### config.mk
export PLATFORM = sky130hd
export DESIGN_NAME = shunt_current_adc_control
export DESIGN_NICKNAME = d
export VERILOG_FILES = /design/src/hw/shunt_adc_pkg.sv /design/src/hw/shunt_current_adc_control.sv
export SDC_FILE = /design/constraint.sdc
export NUM_CORES = 1
export LEC_CHECK = 0
export BUFFER_PORTS_ARGS = -buffer_cell sky130_fd_sc_hd__buf_2
export CAP_MARGIN = 20
export CORE_MARGIN = 2
export CORE_UTILIZATION = 55
export CTS_BUF_LIST = sky130_fd_sc_hd__clkbuf_8 sky130_fd_sc_hd__clkbuf_16
export DETAILED_ROUTE_END_ITERATION = 10
export PLACE_DENSITY_LB_ADDON = 0.3
export SETUP_SLACK_MARGIN = 0.1
export SYNTH_ARGS = -nofsm -noshare
export SYNTH_HDL_FRONTEND = slang
export SYNTH_SLANG_ARGS = --single-unit
export TNS_END_PERCENT = 100
### constraint.sdc
create_clock -name mclk -period 3.1 [get_ports mclk]
set_clock_uncertainty 0.05 [all_clocks]
set_input_delay 0.465 -clock mclk [delete_from_list [all_inputs] [get_ports mclk]]
set_output_delay 0.465 -clock mclk [all_outputs]
set_load 0.1 [all_outputs]
### src/hw/shunt_adc_pkg.sv
/*
  Shared constants and types for the shunt current converter control block:
  register indices, field positions, conversion timing, mode and request types.
  Assumes a 100 MHz system clock and a 16-bit register space addressed by index.
*/
package shunt_adc_pkg;

  localparam int ADDR_W = 7;
  localparam int DATA_W = 16;

  // Register indices
  localparam logic [ADDR_W-1:0] OFS_OPERATING_MODE  = 7'h01;
  localparam logic [ADDR_W-1:0] OFS_FET_DRIVER      = 7'h04;
  localparam logic [ADDR_W-1:0] OFS_ADC_OPERATION   = 7'h0C;
  localparam logic [ADDR_W-1:0] OFS_GPIO1_CONTROL   = 7'h0D;
  localparam logic [ADDR_W-1:0] OFS_GPIO2_CONTROL   = 7'h0E;
  localparam logic [ADDR_W-1:0] OFS_GPIO_OUTPUT     = 7'h0F;
  localparam logic [ADDR_W-1:0] OFS_ADC_CONTROL_ONE = 7'h18;
  localparam logic [ADDR_W-1:0] OFS_DONE_STATUS     = 7'h1C;
  localparam logic [ADDR_W-1:0] OFS_ALARM_STATUS    = 7'h21;
  localparam logic [ADDR_W-1:0] OFS_FAST_RESULT     = 7'h47;
  localparam logic [ADDR_W-1:0] OFS_SLOW_RESULT     = 7'h48;

  // Field positions
  localparam int BIT_CONTINUOUS      = 15;
  localparam int BIT_VOLTAGE_LATCH   = 0;
  localparam int BIT_FAST_LATCH      = 1;
  localparam int BIT_SLOW_LATCH      = 2;
  localparam int BIT_ONE_SHOT        = 4;
  localparam int BIT_PIN_DISABLE     = 1;
  localparam int SEL_LSB             = 8;
  localparam int SEL_MSB             = 11;
  localparam int BIT_FAST_ENABLE     = 0;
  localparam int BIT_SLOW_ENABLE     = 1;
  localparam int BIT_SERIALISE       = 4;
  localparam int BIT_SLOW_SWITCH     = 12;
  localparam int BIT_FAST_SWITCH     = 13;
  localparam int BIT_FAST_DONE       = 6;
  localparam int BIT_SLOW_DONE       = 7;

  localparam logic [3:0] PIN_ONE_FUNC_IRQ = 4'h3;
  localparam logic [3:0] PIN_TWO_FUNC_IRQ = 4'h4;

  localparam logic [DATA_W-1:0] RESET_WORD = 16'h0000;

  // Timing
  localparam real CLK_PERIOD_NS      = 10.0;
  localparam real FAST_CONV_TIME_MS  = 0.81;
  localparam real SLOW_PERIOD_MS     = 250.0;
  localparam int  FAST_CONV_CYCLES   = int'(FAST_CONV_TIME_MS * 1.0e6 / CLK_PERIOD_NS);
  localparam int  SLOW_PERIOD_CYCLES = int'(SLOW_PERIOD_MS * 1.0e6 / CLK_PERIOD_NS);
  localparam int  CNT_W              = 25;

  typedef enum logic [2:0] {
    MODE_ACTIVE,
    MODE_LOW_POWER,
    MODE_STANDBY,
    MODE_SLEEP,
    MODE_SHUTDOWN
  } power_mode_type;

  typedef struct packed {
    logic              write;
    logic              read;
    logic [ADDR_W-1:0] addr;
    logic [DATA_W-1:0] wdata;
  } reg_req_type;

endpackage

### src/hw/shunt_current_adc_control.sv
/*
  Control and sequencing of the fast and slow shunt current converters:
  enables, continuous and one-shot start, done flags, result latching,
  conversion interrupts on the two general-purpose pins, serialisation.
  Assumes register requests, the power mode, the voltage slot strobes and the
  converter sample words all come from logic on mclk.
*/
`timescale 1ns/1ps

// Operation
// - Fast conversion only in active mode with fast enable and fast switch set.
// - Fast conversion starts at next voltage slot, lasting about 0.81 ms.
// - Completed fast conversion sets fast done flag, status bit 6.
// - Fast latch request copies fast data to result register, then self-clears.
// - Fast done flag clears only on writing one; zero leaves it.
// - Slow accumulator runs in active, low-power, standby when enabled; 250 ms periods.
// - Slow period end raises second interrupt and sets slow done flag.
// - Slow latch copies data, drops second interrupt, self-clears.
// - Slow done flag clears only on writing one.
// - One-shot with serialise set holds slow converter in reset during fast conversion.
// - Serialise clear lets slow and fast convert together without reset.
// - Pin one carries first interrupt when select is 0011 and not disabled.
// - Pin two carries second interrupt when select is 0100 and not disabled.
// - Continuous bit starts repeated cycles with fast conversions following voltage.
// - One-shot trigger starts one measurement and self-clears on completion.
// - Routed first interrupt goes high when fast conversion completes.
// - First interrupt is shared with voltage; voltage latch request clears it.
// - Results are 16-bit two's complement, 0x7FFF top, 0x8000 at -180 mV.
module shunt_current_adc_control #(
  parameter int FAST_CYCLES = shunt_adc_pkg::FAST_CONV_CYCLES,
  parameter int SLOW_CYCLES = shunt_adc_pkg::SLOW_PERIOD_CYCLES
) (
  input  wire logic                           mclk,
  input  wire logic                           rst,
  input  wire shunt_adc_pkg::reg_req_type     reg_req,
  output logic [shunt_adc_pkg::DATA_W-1:0]    rd_data,
  output logic                                rd_valid,
  input  wire shunt_adc_pkg::power_mode_type  power_mode,
  input  wire logic                           voltage_slot_start,
  input  wire logic                           voltage_cycle_done,
  input  wire logic [shunt_adc_pkg::DATA_W-1:0] fast_sample,
  input  wire logic [shunt_adc_pkg::DATA_W-1:0] slow_sample,
  output logic                                fast_adc_run,
  output logic                                slow_adc_run,
  output logic                                slow_adc_reset,
  output logic                                pin_one_out,
  output logic                                pin_one_oe,
  output logic                                pin_two_out,
  output logic                                pin_two_oe
);

  ////////////////////////////////////////////////////////////////////////////////
  // Types, functions and declarations

  typedef enum logic {
    FAST_IDLE,
    FAST_CONVERT
  } fast_state_type;

  typedef enum logic [1:0] {
    SLOW_OFF,
    SLOW_HELD,
    SLOW_INTEGRATE
  } slow_state_type;

  function automatic logic wrote_one(input shunt_adc_pkg::reg_req_type req,
                                     input logic [shunt_adc_pkg::ADDR_W-1:0] addr,
                                     input int idx);
    wrote_one = req.write && (req.addr == addr) && req.wdata[idx];
  endfunction

  localparam logic [shunt_adc_pkg::CNT_W-1:0] FAST_LAST = shunt_adc_pkg::CNT_W'(FAST_CYCLES - 1);
  localparam logic [shunt_adc_pkg::CNT_W-1:0] SLOW_LAST = shunt_adc_pkg::CNT_W'(SLOW_CYCLES - 1);
  localparam logic [shunt_adc_pkg::CNT_W-1:0] CNT_ZERO  = '0;
  localparam logic [shunt_adc_pkg::CNT_W-1:0] CNT_ONE   = shunt_adc_pkg::CNT_W'(1);

  logic [shunt_adc_pkg::DATA_W-1:0] operating_mode_control;
  logic [shunt_adc_pkg::DATA_W-1:0] gpio1_control;
  logic [shunt_adc_pkg::DATA_W-1:0] gpio2_control;
  logic [shunt_adc_pkg::DATA_W-1:0] adc_control_one;
  logic [shunt_adc_pkg::DATA_W-1:0] fast_current_result;
  logic [shunt_adc_pkg::DATA_W-1:0] slow_current_result;
  logic [shunt_adc_pkg::DATA_W-1:0] fast_conv_data;
  logic [shunt_adc_pkg::DATA_W-1:0] slow_conv_data;
  logic                             voltage_latch_request;
  logic                             fast_latch_request;
  logic                             slow_latch_request;
  logic                             one_shot_trigger;
  logic                             fast_current_done;
  logic                             slow_current_done;
  logic                             conversion_irq_first;
  logic                             conversion_irq_second;
  logic [shunt_adc_pkg::CNT_W-1:0]  fast_count;
  logic [shunt_adc_pkg::CNT_W-1:0]  slow_count;
  fast_state_type                   fast_state;
  slow_state_type                   slow_state;

  ////////////////////////////////////////////////////////////////////////////////
  // Register decode

  wire write_mode    = reg_req.write && (reg_req.addr == shunt_adc_pkg::OFS_OPERATING_MODE);
  wire write_gpio1   = reg_req.write && (reg_req.addr == shunt_adc_pkg::OFS_GPIO1_CONTROL);
  wire write_gpio2   = reg_req.write && (reg_req.addr == shunt_adc_pkg::OFS_GPIO2_CONTROL);
  wire write_control = reg_req.write && (reg_req.addr == shunt_adc_pkg::OFS_ADC_CONTROL_ONE);

  wire set_voltage_latch = wrote_one(reg_req, shunt_adc_pkg::OFS_ADC_OPERATION, shunt_adc_pkg::BIT_VOLTAGE_LATCH);
  wire set_fast_latch    = wrote_one(reg_req, shunt_adc_pkg::OFS_ADC_OPERATION, shunt_adc_pkg::BIT_FAST_LATCH);
  wire set_slow_latch    = wrote_one(reg_req, shunt_adc_pkg::OFS_ADC_OPERATION, shunt_adc_pkg::BIT_SLOW_LATCH);
  wire set_one_shot      = wrote_one(reg_req, shunt_adc_pkg::OFS_ADC_OPERATION, shunt_adc_pkg::BIT_ONE_SHOT);
  wire clear_fast_done   = wrote_one(reg_req, shunt_adc_pkg::OFS_DONE_STATUS, shunt_adc_pkg::BIT_FAST_DONE);
  wire clear_slow_done   = wrote_one(reg_req, shunt_adc_pkg::OFS_DONE_STATUS, shunt_adc_pkg::BIT_SLOW_DONE);

  wire [shunt_adc_pkg::DATA_W-1:0] adc_operation_word =
    shunt_adc_pkg::DATA_W'({one_shot_trigger, 1'b0, slow_latch_request, fast_latch_request,
                            voltage_latch_request});
  wire [shunt_adc_pkg::DATA_W-1:0] done_status_word =
    shunt_adc_pkg::DATA_W'({slow_current_done, fast_current_done}) << shunt_adc_pkg::BIT_FAST_DONE;

  // Registers outside this block's scope and unmapped indices read as zero
  wire [shunt_adc_pkg::DATA_W-1:0] read_word =
    (reg_req.addr == shunt_adc_pkg::OFS_OPERATING_MODE)  ? operating_mode_control :
    (reg_req.addr == shunt_adc_pkg::OFS_ADC_OPERATION)   ? adc_operation_word :
    (reg_req.addr == shunt_adc_pkg::OFS_GPIO1_CONTROL)   ? gpio1_control :
    (reg_req.addr == shunt_adc_pkg::OFS_GPIO2_CONTROL)   ? gpio2_control :
    (reg_req.addr == shunt_adc_pkg::OFS_ADC_CONTROL_ONE) ? adc_control_one :
    (reg_req.addr == shunt_adc_pkg::OFS_DONE_STATUS)     ? done_status_word :
    (reg_req.addr == shunt_adc_pkg::OFS_FAST_RESULT)     ? fast_current_result :
    (reg_req.addr == shunt_adc_pkg::OFS_SLOW_RESULT)     ? slow_current_result :
                                                           shunt_adc_pkg::RESET_WORD;

  ////////////////////////////////////////////////////////////////////////////////
  // Sequencing conditions

  wire continuous_conversion = operating_mode_control[shunt_adc_pkg::BIT_CONTINUOUS];
  wire mode_active = (power_mode == shunt_adc_pkg::MODE_ACTIVE);
  wire mode_slow_ok = mode_active || (power_mode == shunt_adc_pkg::MODE_LOW_POWER) ||
                      (power_mode == shunt_adc_pkg::MODE_STANDBY);

  wire fast_path_on = mode_active && adc_control_one[shunt_adc_pkg::BIT_FAST_ENABLE] &&
                      adc_control_one[shunt_adc_pkg::BIT_FAST_SWITCH];
  wire fast_armed   = fast_path_on && (continuous_conversion || one_shot_trigger);
  wire fast_finish  = (fast_state == FAST_CONVERT) && (fast_count == FAST_LAST) && fast_path_on;

  wire one_shot_complete = fast_path_on ? fast_finish : voltage_cycle_done;
  wire one_shot_mode     = one_shot_trigger && !continuous_conversion;

  wire slow_allowed = mode_slow_ok && adc_control_one[shunt_adc_pkg::BIT_SLOW_ENABLE] &&
                      adc_control_one[shunt_adc_pkg::BIT_SLOW_SWITCH];
  // hold slow in reset while fast converts
  wire slow_hold    = adc_control_one[shunt_adc_pkg::BIT_SERIALISE] && one_shot_mode &&
                      (fast_state == FAST_CONVERT);
  wire slow_finish  = (slow_state == SLOW_INTEGRATE) && (slow_count == SLOW_LAST);

  ////////////////////////////////////////////////////////////////////////////////
  // Next-state logic

  fast_state_type                  next_fast_state;
  slow_state_type                  next_slow_state;
  logic [shunt_adc_pkg::CNT_W-1:0] next_fast_count;
  logic [shunt_adc_pkg::CNT_W-1:0] next_slow_count;

  always_comb
  begin
    next_fast_state = fast_state;
    next_fast_count = fast_count;
    case (fast_state)
      FAST_IDLE:
      begin
        next_fast_count = CNT_ZERO;
        // start at the next voltage slot
        if (fast_armed && voltage_slot_start)
        begin
          next_fast_state = FAST_CONVERT;
        end
      end
      FAST_CONVERT:
      begin
        // Dropping an enable or leaving active mode abandons the conversion
        if (!fast_path_on || fast_finish)
        begin
          next_fast_state = FAST_IDLE;
          next_fast_count = CNT_ZERO;
        end
        else
        begin
          next_fast_count = fast_count + CNT_ONE;
        end
      end
      default:
      begin
        next_fast_state = FAST_IDLE;
        next_fast_count = CNT_ZERO;
      end
    endcase
  end

  always_comb
  begin
    next_slow_count = CNT_ZERO;
    // no hold when serialise is clear
    if (!slow_allowed)
    begin
      next_slow_state = SLOW_OFF;
    end
    else if (slow_hold)
    begin
      next_slow_state = SLOW_HELD;
    end
    else
    begin
      next_slow_state = SLOW_INTEGRATE;
    end
    case (slow_state)
      SLOW_INTEGRATE:
      begin
        if (!slow_finish && (next_slow_state == SLOW_INTEGRATE))
        begin
          next_slow_count = slow_count + CNT_ONE;
        end
      end
      SLOW_OFF,
      SLOW_HELD:
      begin
        next_slow_count = CNT_ZERO;
      end
      default:
      begin
        next_slow_count = CNT_ZERO;
      end
    endcase
  end

  // Set wins over clear for every hardware-set flag
  // fast done set
  wire next_fast_done  = fast_finish || (fast_current_done && !clear_fast_done);
  wire next_slow_done  = slow_finish || (slow_current_done && !clear_slow_done);
  // shared with voltage, cleared by voltage latch
  wire next_irq_first  = fast_finish || voltage_cycle_done || (conversion_irq_first && !voltage_latch_request);
  // second interrupt dropped by slow latch
  wire next_irq_second = slow_finish || (conversion_irq_second && !slow_latch_request);
  wire next_one_shot   = set_one_shot || (one_shot_trigger && !one_shot_complete);

  wire pin_one_routed = (gpio1_control[shunt_adc_pkg::SEL_MSB:shunt_adc_pkg::SEL_LSB] ==
                         shunt_adc_pkg::PIN_ONE_FUNC_IRQ) && !gpio1_control[shunt_adc_pkg::BIT_PIN_DISABLE];
  wire pin_two_routed = (gpio2_control[shunt_adc_pkg::SEL_MSB:shunt_adc_pkg::SEL_LSB] ==
                         shunt_adc_pkg::PIN_TWO_FUNC_IRQ) && !gpio2_control[shunt_adc_pkg::BIT_PIN_DISABLE];

  ////////////////////////////////////////////////////////////////////////////////
  // Host registers

  always_ff @(posedge mclk)
  begin
    if (rst)
    begin
      operating_mode_control <= shunt_adc_pkg::RESET_WORD;
      gpio1_control          <= shunt_adc_pkg::RESET_WORD;
      gpio2_control          <= shunt_adc_pkg::RESET_WORD;
      adc_control_one        <= shunt_adc_pkg::RESET_WORD;
      rd_data                <= shunt_adc_pkg::RESET_WORD;
      rd_valid               <= 1'b0;
    end
    else
    begin
      if (write_mode)
        operating_mode_control <= reg_req.wdata;
      if (write_gpio1)
        gpio1_control <= reg_req.wdata;
      if (write_gpio2)
        gpio2_control <= reg_req.wdata;
      if (write_control)
        adc_control_one <= reg_req.wdata;
      rd_data  <= reg_req.read ? read_word : shunt_adc_pkg::RESET_WORD;
      rd_valid <= reg_req.read;
    end
  end

  ////////////////////////////////////////////////////////////////////////////////
  // Latch requests and results

  // A request stands for one cycle, copies on the edge that ends it, then clears;
  // well inside both the 315 ns and 48 us host waits
  always_ff @(posedge mclk)
  begin
    if (rst)
    begin
      voltage_latch_request <= 1'b0;
      fast_latch_request    <= 1'b0;
      slow_latch_request    <= 1'b0;
      fast_current_result   <= shunt_adc_pkg::RESET_WORD;
      slow_current_result   <= shunt_adc_pkg::RESET_WORD;
    end
    else
    begin
      voltage_latch_request <= set_voltage_latch;
      fast_latch_request    <= set_fast_latch;
      slow_latch_request    <= set_slow_latch;
      if (fast_latch_request)
        fast_current_result <= fast_conv_data;
      if (slow_latch_request)
        slow_current_result <= slow_conv_data;
    end
  end

  ////////////////////////////////////////////////////////////////////////////////
  // Sequencers, flags and pins

  always_ff @(posedge mclk)
  begin
    if (rst)
    begin
      fast_state            <= FAST_IDLE;
      slow_state            <= SLOW_OFF;
      fast_count            <= CNT_ZERO;
      slow_count            <= CNT_ZERO;
      fast_conv_data        <= shunt_adc_pkg::RESET_WORD;
      slow_conv_data        <= shunt_adc_pkg::RESET_WORD;
      one_shot_trigger      <= 1'b0;
      fast_current_done     <= 1'b0;
      slow_current_done     <= 1'b0;
      conversion_irq_first  <= 1'b0;
      conversion_irq_second <= 1'b0;
      fast_adc_run          <= 1'b0;
      slow_adc_run          <= 1'b0;
      slow_adc_reset        <= 1'b0;
      pin_one_out           <= 1'b0;
      pin_one_oe            <= 1'b0;
      pin_two_out           <= 1'b0;
      pin_two_oe            <= 1'b0;
    end
    else
    begin
      fast_state            <= next_fast_state;
      slow_state            <= next_slow_state;
      fast_count            <= next_fast_count;
      slow_count            <= next_slow_count;
      // sample words are kept as signed codes, no rescaling
      if (fast_finish)
        fast_conv_data <= fast_sample;
      if (slow_finish)
        slow_conv_data <= slow_sample;
      one_shot_trigger      <= next_one_shot;
      fast_current_done     <= next_fast_done;
      slow_current_done     <= next_slow_done;
      conversion_irq_first  <= next_irq_first;
      conversion_irq_second <= next_irq_second;
      fast_adc_run          <= (next_fast_state == FAST_CONVERT);
      slow_adc_run          <= (next_slow_state == SLOW_INTEGRATE);
      slow_adc_reset        <= (next_slow_state == SLOW_HELD);
      pin_one_out           <= pin_one_routed && next_irq_first;
      pin_one_oe            <= pin_one_routed;
      pin_two_out           <= pin_two_routed && next_irq_second;
      pin_two_oe            <= pin_two_routed;
    end
  end

endmodule // shunt_current_adc_control

Word level (Yosys, flattened, before mapping)
Index checks and enable logic that the tools add are counted.
{"block": "totals", "reg_bits": 212, "input_bits": 64, "output_inout_bits": 24, "wordCells": 124}
{"block": "op_classes", "n_addsub": 2, "eq_ne": 17, "n_mux": 16, "bitwise": 4, "reduce_logical": 57}
{"operator": "16-bit two-way mux", "n": 8}
{"operator": "25-bit by 1-bit adder with 25-bit output (second input constant)", "n": 2}
{"operator": "25-bit one-hot mux with 2 select lines", "n": 1}
{"operator": "1-bit logical AND", "n": 34}
{"operator": "25-bit by 17-bit == test with 1-bit output (second input constant)", "n": 1}
{"operator": "25-bit == test (second input constant)", "n": 1}
{"operator": "25-bit two-way mux", "n": 1}
{"operator": "7-bit by 4-bit == test with 1-bit output (second input constant)", "n": 3}
{"operator": "7-bit by 5-bit == test with 1-bit output (second input constant)", "n": 2}
{"operator": "7-bit == test (second input constant)", "n": 2}
{"operator": "1-bit zero test", "n": 10}
{"operator": "1-bit logical OR", "n": 10}
{"operator": "7-bit by 1-bit == test with 1-bit output (second input constant)", "n": 1}
{"operator": "2-bit == test (second input constant)", "n": 2}
{"operator": "4-bit by 2-bit == test with 1-bit output (second input constant)", "n": 1}
{"operator": "4-bit by 3-bit == test with 1-bit output (second input constant)", "n": 1}
{"operator": "2-bit two-way mux", "n": 2}
{"operator": "1-bit inverter", "n": 4}
{"operator": "3-bit by 1-bit == test with 1-bit output (second input constant)", "n": 1}
{"operator": "3-bit by 2-bit == test with 1-bit output (second input constant)", "n": 1}
{"operator": "3-bit zero test", "n": 1}
{"operator": "1-bit two-way mux", "n": 3}
{"operator": "3-bit OR reduction", "n": 1}
{"operator": "2-bit by 1-bit == test with 1-bit output (second input constant)", "n": 1}
{"operator": "other kinds (2)", "n": 2}

Longest topological paths before layout
Gate-level depths: netlist of the first run.
{"block": "depth", "word_depth": 10, "ltp_mapped": 8}

Least setup slack after synthesis of the first run
Ideal clock, no wire load.
{"block": "synth_path", "kind": "reg2reg", "from": "reg slow_adc_run (netlist name)", "to": "reg slow_conv_data[0] in the netlist's numbering", "arrival_ns": 2.328, "required_ns": 2.922, "slack_ns": 0.595, "path_stages_with_launch": 8, "n_path_buf": 2, "cell_sequence": "dfxtp_1 -> nor4b_2 -> nand4_1 -> or4_4 -> buf_6 -> buf_6 -> mux2i_1 -> nor2_1"}
{"item": "end signal, assigned", "line_no": "shunt_current_adc_control.sv:316", "rtl": "slow_conv_data <= shunt_adc_pkg::RESET_WORD;"}
{"item": "end signal, assigned", "line_no": "shunt_current_adc_control.sv:340", "rtl": "slow_conv_data <= slow_sample;"}
{"item": "end, declared", "line_no": "shunt_current_adc_control.sv:84", "rtl": "logic [shunt_adc_pkg::DATA_W-1:0] slow_conv_data;"}

Worst setup path after layout of the first run
{"block": "layout_path", "from": "reg slow_count[0] in the netlist's numbering", "to": "reg slow_count[12] in the netlist's numbering"}
{"block": "layout_via", "elab_chain_cells": 6, "word_cells_on_any_way": 7, "cone_classes": "add/sub (1); eq/ne (1); bitwise (1); reduce/logical (4)"}
{"item": "start, declared", "line_no": "shunt_current_adc_control.sv:94", "rtl": "logic [shunt_adc_pkg::CNT_W-1:0] slow_count;"}
{"item": "start signal, assigned", "line_no": "shunt_current_adc_control.sv:335", "rtl": "slow_count <= next_slow_count;"}
{"item": "branches (longest 6 deep; another with 25-bit by 1-bit adder with 25-bit output)"}
Parallel ways; which one is timed is not known.
A chain may end at the register's enable or synchronous reset.

==> results.json, run 1 <==
{
  "outcome": "completed",
  "drive_gt1_frac": 0.151,
  "ys_seq_area_frac": 0.493,
  "worstPathArrival_ns": 2.67,
  "fin_util": 0.642,
  "vias_per_cell": 5.66,
  "fin_cells": 1206,
  "syn_nets": 1001,
  "comb_power_share": 0.029,
  "syn_avg_cell_area_sq_um": 9.12,
  "grtUsageTotal": 0.249,
  "start_util": 0.561,
  "switching_power_mw": 1.19,
  "vias": 6824,
  "setup_slack_ns": 0.750,
  "dieWidth_um": 129,
  "tightest_slew_ns": 1.09,
  "dp_slack_ns": 0.609,
  "maxUsedRoutingLayer": "met4",
  "tritoncts": "built",
  "final-setup-viol-count": 0,
  "synthAdderAreaFrac": 0.00293,
  "mostFrequentLayoutCell": "dfxtp_1",
  "p_clk_frac": 0.485,
  "critical_path.max_fanout": 24,
  "clock_path_buffers": 3,
  "synth_simple_gate_area_frac": 0.226,
  "gr-total-overflow": 0,
  "met3_length_um": 1120,
  "syn2layout_area_growth_pct": 14.5,
  "antenna_found_initial": 0,
  "required_ns": 3.42,
  "grt_pass1_wl_um": 33200,
  "worstHoldPathType": "input pin to register",
  "netlist_area_sq_um": 8530,
  "finalPower_mw": 5.57,
  "dpl.cell_count": 1166,
  "ys_warn_count": 0,
  "place_congestion": 0.840,
  "cp-start-kind": "register",
  "period_share": 0.758,
  "leakagePower_nw": 3.67,
  "dp_hpwl_um": 13900,
  "clkLatencyLatePin_ns": 0.52,
  "dpl_cell_area_sq_um": 9010,
  "hold_ws_ns": 0.130,
  "cts_max_level": 1,
  "switching_share": 0.214,
  "endpoint_kind": "register",
  "path_cells": "ha_1, nand3_4, or4_4, nand2_2, nor2_1",
  "post-route-min-period_ns": 2.35,
  "grt_start_max_net_pins": 65,
  "drcViolationCount": 0,
  "reg_top3": "fast_count: 25 flops, slow_count: 25 flops",
  "wl_met2_um": 9960,
  "synth_top_area_frac": 0.493,
  "ant_nets": 0,
  "layout_common_cells": "210 x dfxtp_1, 150 x nor2_1, 123 x nand2_1",
  "hold_buffers": 0,
  "drt-initial-drc-count": 586,
  "nNetsFinal": 1068,
  "vdd_drop_max_mv": 0.526,
  "yosys.area.top_type": "dfxtp_1",
  "yosys_register_bits": 210,
  "cts_root_buf": "clkbuf_16",
  "max_freq_mhz": 426,
  "port_buffers": 87,
  "synth_edf_count": 0,
  "final-hold-violation-count": 0,
  "m1WireLength_um": 8680,
  "drt-wirelength-per-cell_um": 16.9,
  "ios": 88,
  "async_reset_ff_frac": 0,
  "numCtsBuffers": 22,
  "p_int_mw": 4.37,
  "post_cts_resized": 0,
  "postRouteWirelength_um": 20400,
  "yosys.area_share.xor_xnor": 0.0472,
  "worstSetupPathType": "register to register",
  "synth_compound_area_frac": 0.101,
  "grt_pass1_vias": 6656,
  "coreArea_sq_um": 15200,
  "rsz0062_at_grt": "no",
  "synth_top_family_by_area": "simple AND/OR/NAND/NOR gates",
  "firstDrtPassIters": 8,
  "cap_violations": 0,
  "crit_path_max_incr_delay_ns": 0.75,
  "synthCells": 935,
  "die_h_um": 129,
  "maxSlewViolCount": 0,
  "pwr-share-seq": 0.486,
  "cts_setup_buffers": 0,
  "critical-path-slowest-cell": "or4_4",
  "dieArea_sq_um": 16500,
  "fin_area_sq_um": 9760,
  "tns_ns": 0,
  "power.density_nw_per_um2": 570,
  "synth_mux_area_frac": 0.0965,
  "rows": 45,
  "path_clk_slew_ns": 0.06,
  "synth_cell_types": 60,
  "cts.sink_count": 210,
  "synth_ff_type": "dfxtp_1",
  "synth_area_leaders": "dfxtp_1 49%, mux2i_1 9.4%, nor2_1 6.6%",
  "slew_headroom": 0.272
}
## routing by layer
metal | global-route usage | up-vias
li1 | - | 3383
met1 | 0.318 | 3188
met2 | 0.434 | 203
met3 | 0.0366 | 50
met4 | 0.0850 | 0
met5 | 0 | -
## logic make-up (layout without fill, tap and decap cells)
family	count (synthesis)	after routing
xor gates and xnor gates	46	46
DFF	210	210
buffers and inverters	58	140
other	0	1
AOI/OAI and AO/OA	136	136
adders and majority gates	2	2
muxes	82	82
and+or+nand+nor	401	401
## worst max-delay path, delay by kind of cell, from the launching register on
family | cells | cell delay [ns]
DFF | 1 | 0.41
adders and majority gates | 1 | 0.31
and+or+nand+nor | 4 | 1.42
## cells in the mapped netlist (12+ instances only)
cell and n:
nand2_1 123, mux2i_1 80, nor2_1 150, o21ai_0 23, nand4_1 23, dfxtp_1 210
buf_2 12, xor2_1 37, nand3_1 22, a221oi_1 18, clkbuf_1 31, a22o_1 13
a21oi_1 57
## path summary, 6_finish.rpt
path              slack [ns]            from  cells after the start                 to
setup / recovery        0.75   slow_count[0]                      5     slow_count[12]
hold / removal          0.13  slow_sample[6]                      3  slow_conv_data[6]
setup reg to reg        0.75   slow_count[0]                      5     slow_count[12]
hold reg to reg         0.40   fast_count[0]                      1      fast_count[0]
## power groups by stage
stage	Clock, mW	Sequential, mW	Combinational [mW]
global placement	0	2.76	0.157
floorplan	0	2.77	0.0681
CTS	2.74	2.70	0.158
global route	2.85	2.70	0.172
detailed placement	0	2.76	0.157
finish	2.70	2.70	0.160
## cell type report
class,instances,area [sq um]
flip-flops and latches,210,4200
inverters,6,22.5
multi-input cells,667,4050
clock inverters,14,159
diodes,1,2.50
repair buffers,95,498
clock buffers,25,592
well taps,188,235
fillers,1288,5440
Note: power is estimated with default switching activity, not from simulation.
==> inputs of run 2 (changes only) <==
==> constraint.sdc (replaced) <==
create_clock -name mclk -period 2.4 [get_ports mclk]
set_clock_uncertainty 0.05 [all_clocks]
set_input_delay 0.36 -clock mclk [delete_from_list [all_inputs] [get_ports mclk]]
set_output_delay 0.36 -clock mclk [all_outputs]
set_load 0.1 [all_outputs]
==> run 2 against run 1 <==
Compared with the run above: via count increased by 2.5%; flip-flop and latch count unchanged; largest cell class unchanged; utilization is 1.6 points higher; hold slack worse by 0.090 ns; routed wire length fell by 0.15%.
==> results.json, run 2 (synthesized netlist as in run 1, its figures left out) <==
{
  "reg_top3": "fast_count: 25 flops, slow_count: 25 flops",
  "num-fill-cells": 1253,
  "grt_pass1_wl_um": 32700,
  "mostFrequentLayoutCell": "dfxtp_1",
  "period_share": 0.898,
  "cts_setup_buffers": 0,
  "cts_root_buf": "clkbuf_16",
  "layout_common_cells": "208 x dfxtp_1, 150 x nor2_1, 123 x nand2_1",
  "hold_buffers": 0,
  "drive_gt1_frac": 0.174,
  "vdd_drop_max_mv": 0.689,
  "grt_start_max_net_pins": 83,
  "outcome": "completed",
  "antenna_found_initial": 0,
  "clkLatencyLatePin_ns": 0.50,
  "port_buffers": 87,
  "worstPathArrival_ns": 2.45,
  "power.density_nw_per_um2": 720,
  "die_h_um": 129,
  "hold_depth": 3,
  "vias": 6994,
  "worstSetupPathType": "register to register",
  "ios": 88,
  "numCtsBuffers": 22,
  "drt-wirelength-per-cell_um": 16.6,
  "rsz0062_at_grt": "no",
  "ant_nets": 0,
  "place_congestion": 0.920,
  "drt-initial-drc-count": 567,
  "coreArea_sq_um": 15200,
  "endpoint_kind": "register",
  "leakagePower_nw": 3.82,
  "finalPower_mw": 7.20,
  "num_antenna_cells": 0,
  "cts.sink_count": 210,
  "path_clk_slew_ns": 0.06,
  "dieArea_sq_um": 16500,
  "max_freq_mhz": 464,
  "required_ns": 2.70,
  "post-route-min-period_ns": 2.16,
  "cap_violations": 0,
  "tns_ns": 0,
  "cts_max_level": 1,
  "critical_path.max_fanout": 19,
  "fin_area_sq_um": 10000,
  "firstDrtPassIters": 7,
  "tritoncts": "built",
  "vias_per_cell": 5.68,
  "seqCellArea_sq_um": 4210,
  "tightest_slew_ns": 0.812,
  "maxSlewViolCount": 0,
  "grtUsageTotal": 0.247,
  "final-hold-violation-count": 0,
  "dp_hpwl_um": 14200,
  "clock_path_buffers": 3,
  "nNetsFinal": 1093,
  "dieWidth_um": 129,
  "cp-start-kind": "register",
  "post_cts_resized": 0,
  "syn2layout_area_growth_pct": 17.3,
  "postRouteWirelength_um": 20400,
  "multi_input_area_sq_um": 4050,
  "slew_headroom": 0.459,
  "worstHoldPathType": "input pin to register",
  "dpl_cell_area_sq_um": 9240,
  "grt_pass1_vias": 6469,
  "r2r_cells": 6,
  "final-setup-viol-count": 0,
  "dp_slack_ns": 0.200,
  "gr-total-overflow": 0,
  "drcViolationCount": 0,
  "start_util": 0.561,
  "setup_slack_ns": 0.244,
  "rows": 45
}
## run 2: cell count changes in the layout (fill, tap and decap cells not counted)
cell	change
dfxtp_2	+2
diode_2	-1
bufinv_16	-1
clkinvlp_4	-2
clkinv_4	+1
buf_12	+3
dfxtp_1	-2
clkbuf_16	+1
clkbuf_8	+3
buf_4	+22
clkinv_8	-1
## run 2: layout make-up
class	count	share of cell area
sequential	210	0.421
multi-input combinational	667	0.405
timing repair buffer	120	0.0723
clock buffer	29	0.0658
tap	188	0.0235
clock inverter	11	0.0106
inverter	6	0.00225
## run 2: worst paths after layout
check,endpoint,slack (ns),start
setup reg to reg,fast_conv_data[7],0.24,adc_control_one[13]
hold / removal,slow_conv_data[14],0.04,slow_sample[14]
hold reg to reg,fast_count[0],0.39,fast_count[0]
setup / recovery,fast_conv_data[7],0.24,adc_control_one[13]
## run 2: critical path, stage by stage (launching register included)
cell and delay (ns):
dfxtp_1 0.40, nand2_1 0.13, or4_4 0.47, nor4_2 0.42, buf_12 0.23, mux2i_1 0.21, nor2_1 0.07
## run 2: through the flow
step,utilization,hold WS [ns],instances
5_1_grt,0.658,0.0361,1231
6_report,0.658,0.0402,1231
4_1_cts,0.658,0.0298,1231
3_3_place_gp,0.608,0.382,1191
2_1_floorplan,-,0.368,935
3_5_place_dp,0.608,0.388,1191
## run 2: routing by layer
metal  global-route usage  routed length, um  up-vias
li1                     -                  -     3423
met1                0.324               8720     3268
met2                0.416               9650      254
met3               0.0387               1370       49
met4               0.0857                671        0
met5                    0                  0        -
## run 2: where the power goes
group / internal (mW) / switching, mW
logic: 0.0724 / 0.144
registers: 3.49 / 0.00229
clock network: 2.14 / 1.36
==> inputs of run 3 (changes only) <==
--- a/config.mk
+++ b/config.mk
@@ -7,6 +7,7 @@
 export LEC_CHECK = 0
 export BUFFER_PORTS_ARGS = -buffer_cell sky130_fd_sc_hd__buf_2
 export CAP_MARGIN = 20
+export CORE_ASPECT_RATIO = 0.75
 export CORE_MARGIN = 2
 export CORE_UTILIZATION = 55
 export CTS_BUF_LIST = sky130_fd_sc_hd__clkbuf_8 sky130_fd_sc_hd__clkbuf_16
==> run 3 against run 2 <==
Compared with the run above: non-clock buffer count is 5 lower; first-iteration DRC count fell by 10%; hold slack better by 0.0081 ns; routed wire length increased by 5.1%; utilization down 0.40 points; highest routed layer unchanged; sequential share of layout area up 0.33 points; via count up 0.51%; power down 4.1%; register-to-register slack improved by 0.03 ns; combinational power increased by 2%; critical path type unchanged.
==> results.json, run 3 (synthesized netlist as in run 1, its figures left out) <==
{
  "outcome": "completed",
  "nNetsFinal": 1086,
  "coreArea_sq_um": 15200,
  "gr-total-overflow": 0,
  "ios": 88,
  "grt_start_max_net_pins": 55,
  "worstSetupPathType": "register to register",
  "met3_usage": 0.0434,
  "comb_power_share": 0.032,
  "drt-wirelength-per-cell_um": 17.3,
  "crit-reg2reg-launch": "adc_control_one[13]",
  "drive_gt1_frac": 0.168,
  "cp-start-kind": "register",
  "firstDrtPassIters": 7,
  "endpoint_kind": "register",
  "rows": 39,
  "cts_root_buf": "clkbuf_16",
  "grt_pass1_vias": 6529,
  "post-route-min-period_ns": 2.12,
  "mostFrequentLayoutCell": "dfxtp_1",
  "worstHoldPathType": "input pin to register",
  "power.density_nw_per_um2": 696,
  "vdd_drop_max_mv": 0.448,
  "postRouteWirelength_um": 21400,
  "place_congestion": 0.950,
  "dp_hpwl_um": 15000,
  "worstPathArrival_ns": 2.44,
  "port_buffers": 87,
  "max_freq_mhz": 471,
  "p_int_mw": 5.44,
  "use_met2": 0.391,
  "dieArea_sq_um": 16500,
  "ant_nets": 0,
  "drt-initial-drc-count": 508,
  "period_share": 0.884,
  "critical_path.max_fanout": 19,
  "tns_ns": 0,
  "switching_share": 0.212,
  "p_clk_frac": 0.463,
  "busiest_layer": "met2",
  "pwr-share-seq": 0.505,
  "layout_common_cells": "208 x dfxtp_1, 150 x nor2_1, 123 x nand2_1",
  "switching_power_mw": 1.47,
  "r2r_end": "fast_conv_data[5]",
  "reg_top3": "fast_count: 25 flops, slow_count: 25 flops",
  "hold_ws_ns": 0.0483,
  "cts_max_level": 1,
  "final-setup-viol-count": 0,
  "rrSetupSlack_ns": 0.28,
  "maxSlewViolCount": 0,
  "syn2layout_area_growth_pct": 16.4,
  "start_util": 0.562,
  "clkLatencyLatePin_ns": 0.49,
  "clock_path_buffers": 3,
  "die_h_um": 112,
  "cts.sink_count": 210,
  "required_ns": 2.72,
  "cp-startpoint": "adc_control_one[13]",
  "num_antenna_cells": 0,
  "tritoncts": "built",
  "finalPower_mw": 6.91,
  "dieWidth_um": 148,
  "grtUsageTotal": 0.259,
  "antenna_found_initial": 0,
  "vias": 7030,
  "leakagePower_nw": 3.77,
  "slew_headroom": 0.487,
  "grt_util_met1": 0.385,
  "final-hold-violation-count": 0,
  "r2r_cells": 6,
  "cap_violations": 0,
  "rsz0062_at_grt": "no",
  "tightest_slew_ns": 0.766,
  "drcViolationCount": 0,
  "vias_per_cell": 5.67,
  "grt_pass1_wl_um": 34400,
  "numCtsBuffers": 20,
  "endpoint": "fast_conv_data[5]",
  "fin_util": 0.654,
  "path_clk_slew_ns": 0.07
}
## run 3: changes by cell type in the layout (fill, tap and decap cells not counted)
cell,change
buf_4,-6
clkbuf_16,-2
clkinv_2,-2
nor4b_1,-2
nor4b_2,+2
buf_12,+1
bufinv_16,-1
inv_1,+1
## run 3: routing by layer
| metal | wire, um | vias up |
|---|---|---|
| met1 | 10200 | 3327 |
| met4 | 493 | 0 |
| met5 | 0 | - |
| met2 | 9330 | 247 |
| li1 | - | 3417 |
| met3 | 1390 | 39 |
## run 3: critical path, cell delays in order, from the launching register on
cell,delay [ns]
dfxtp_1,0.42
nand2_1,0.12
or4_4,0.47
nor4_2,0.39
buf_12,0.23
mux2i_1,0.24
nor2_1,0.06
## run 3: how the worst min path moves through the flow
stage                    endpoint             from  cells after the start
6_report       fast_conv_data[11]  fast_sample[11]                      3
5_1_grt        fast_conv_data[11]  fast_sample[11]                      3
4_1_cts        fast_conv_data[11]  fast_sample[11]                      3
3_5_place_dp        fast_count[0]    fast_count[0]                      1
3_3_place_gp        fast_count[0]    fast_count[0]                      1
2_1_floorplan       fast_count[0]    fast_count[0]                      1
## run 3: stage by stage
stage / instances / area, sq um / setup WS [ns]
floorplan: 935 / 8530 / 0.189
global placement: 1203 / 9240 / 0.202
detailed placement: 1203 / 9240 / 0.175
CTS: 1239 / 9920 / 0.264
global route: 1239 / 9930 / 0.167
finish: 1239 / 9930 / 0.278
## run 3: timing repair
item	4_1_cts	5_1_grt
setup buffers	0	0
endpoints found under the setup margin	0	7
gates resized for setup	0	1
hold buffers	0	0
## run 3: power groups by stage
stage | clock, mW | combinational, mW | sequential [mW]
after global routing | 3.37 | 0.235 | 3.49
final | 3.20 | 0.221 | 3.49
after CTS | 3.23 | 0.217 | 3.49
after global placement | 0 | 0.215 | 3.57
after floorplan | 0 | 0.0880 | 3.58
after detailed placement | 0 | 0.215 | 3.57
## run 3: layout make-up
type | instances | area [sq um]
Multi-Input combinational cell | 667 | 4060
Clock inverter | 9 | 70.1
Timing Repair Buffer | 115 | 698
Sequential cell | 210 | 4210
Tap cell | 205 | 256
Clock buffer | 27 | 608
Inverter | 6 | 22.5
Fill cell | 1277 | 5250
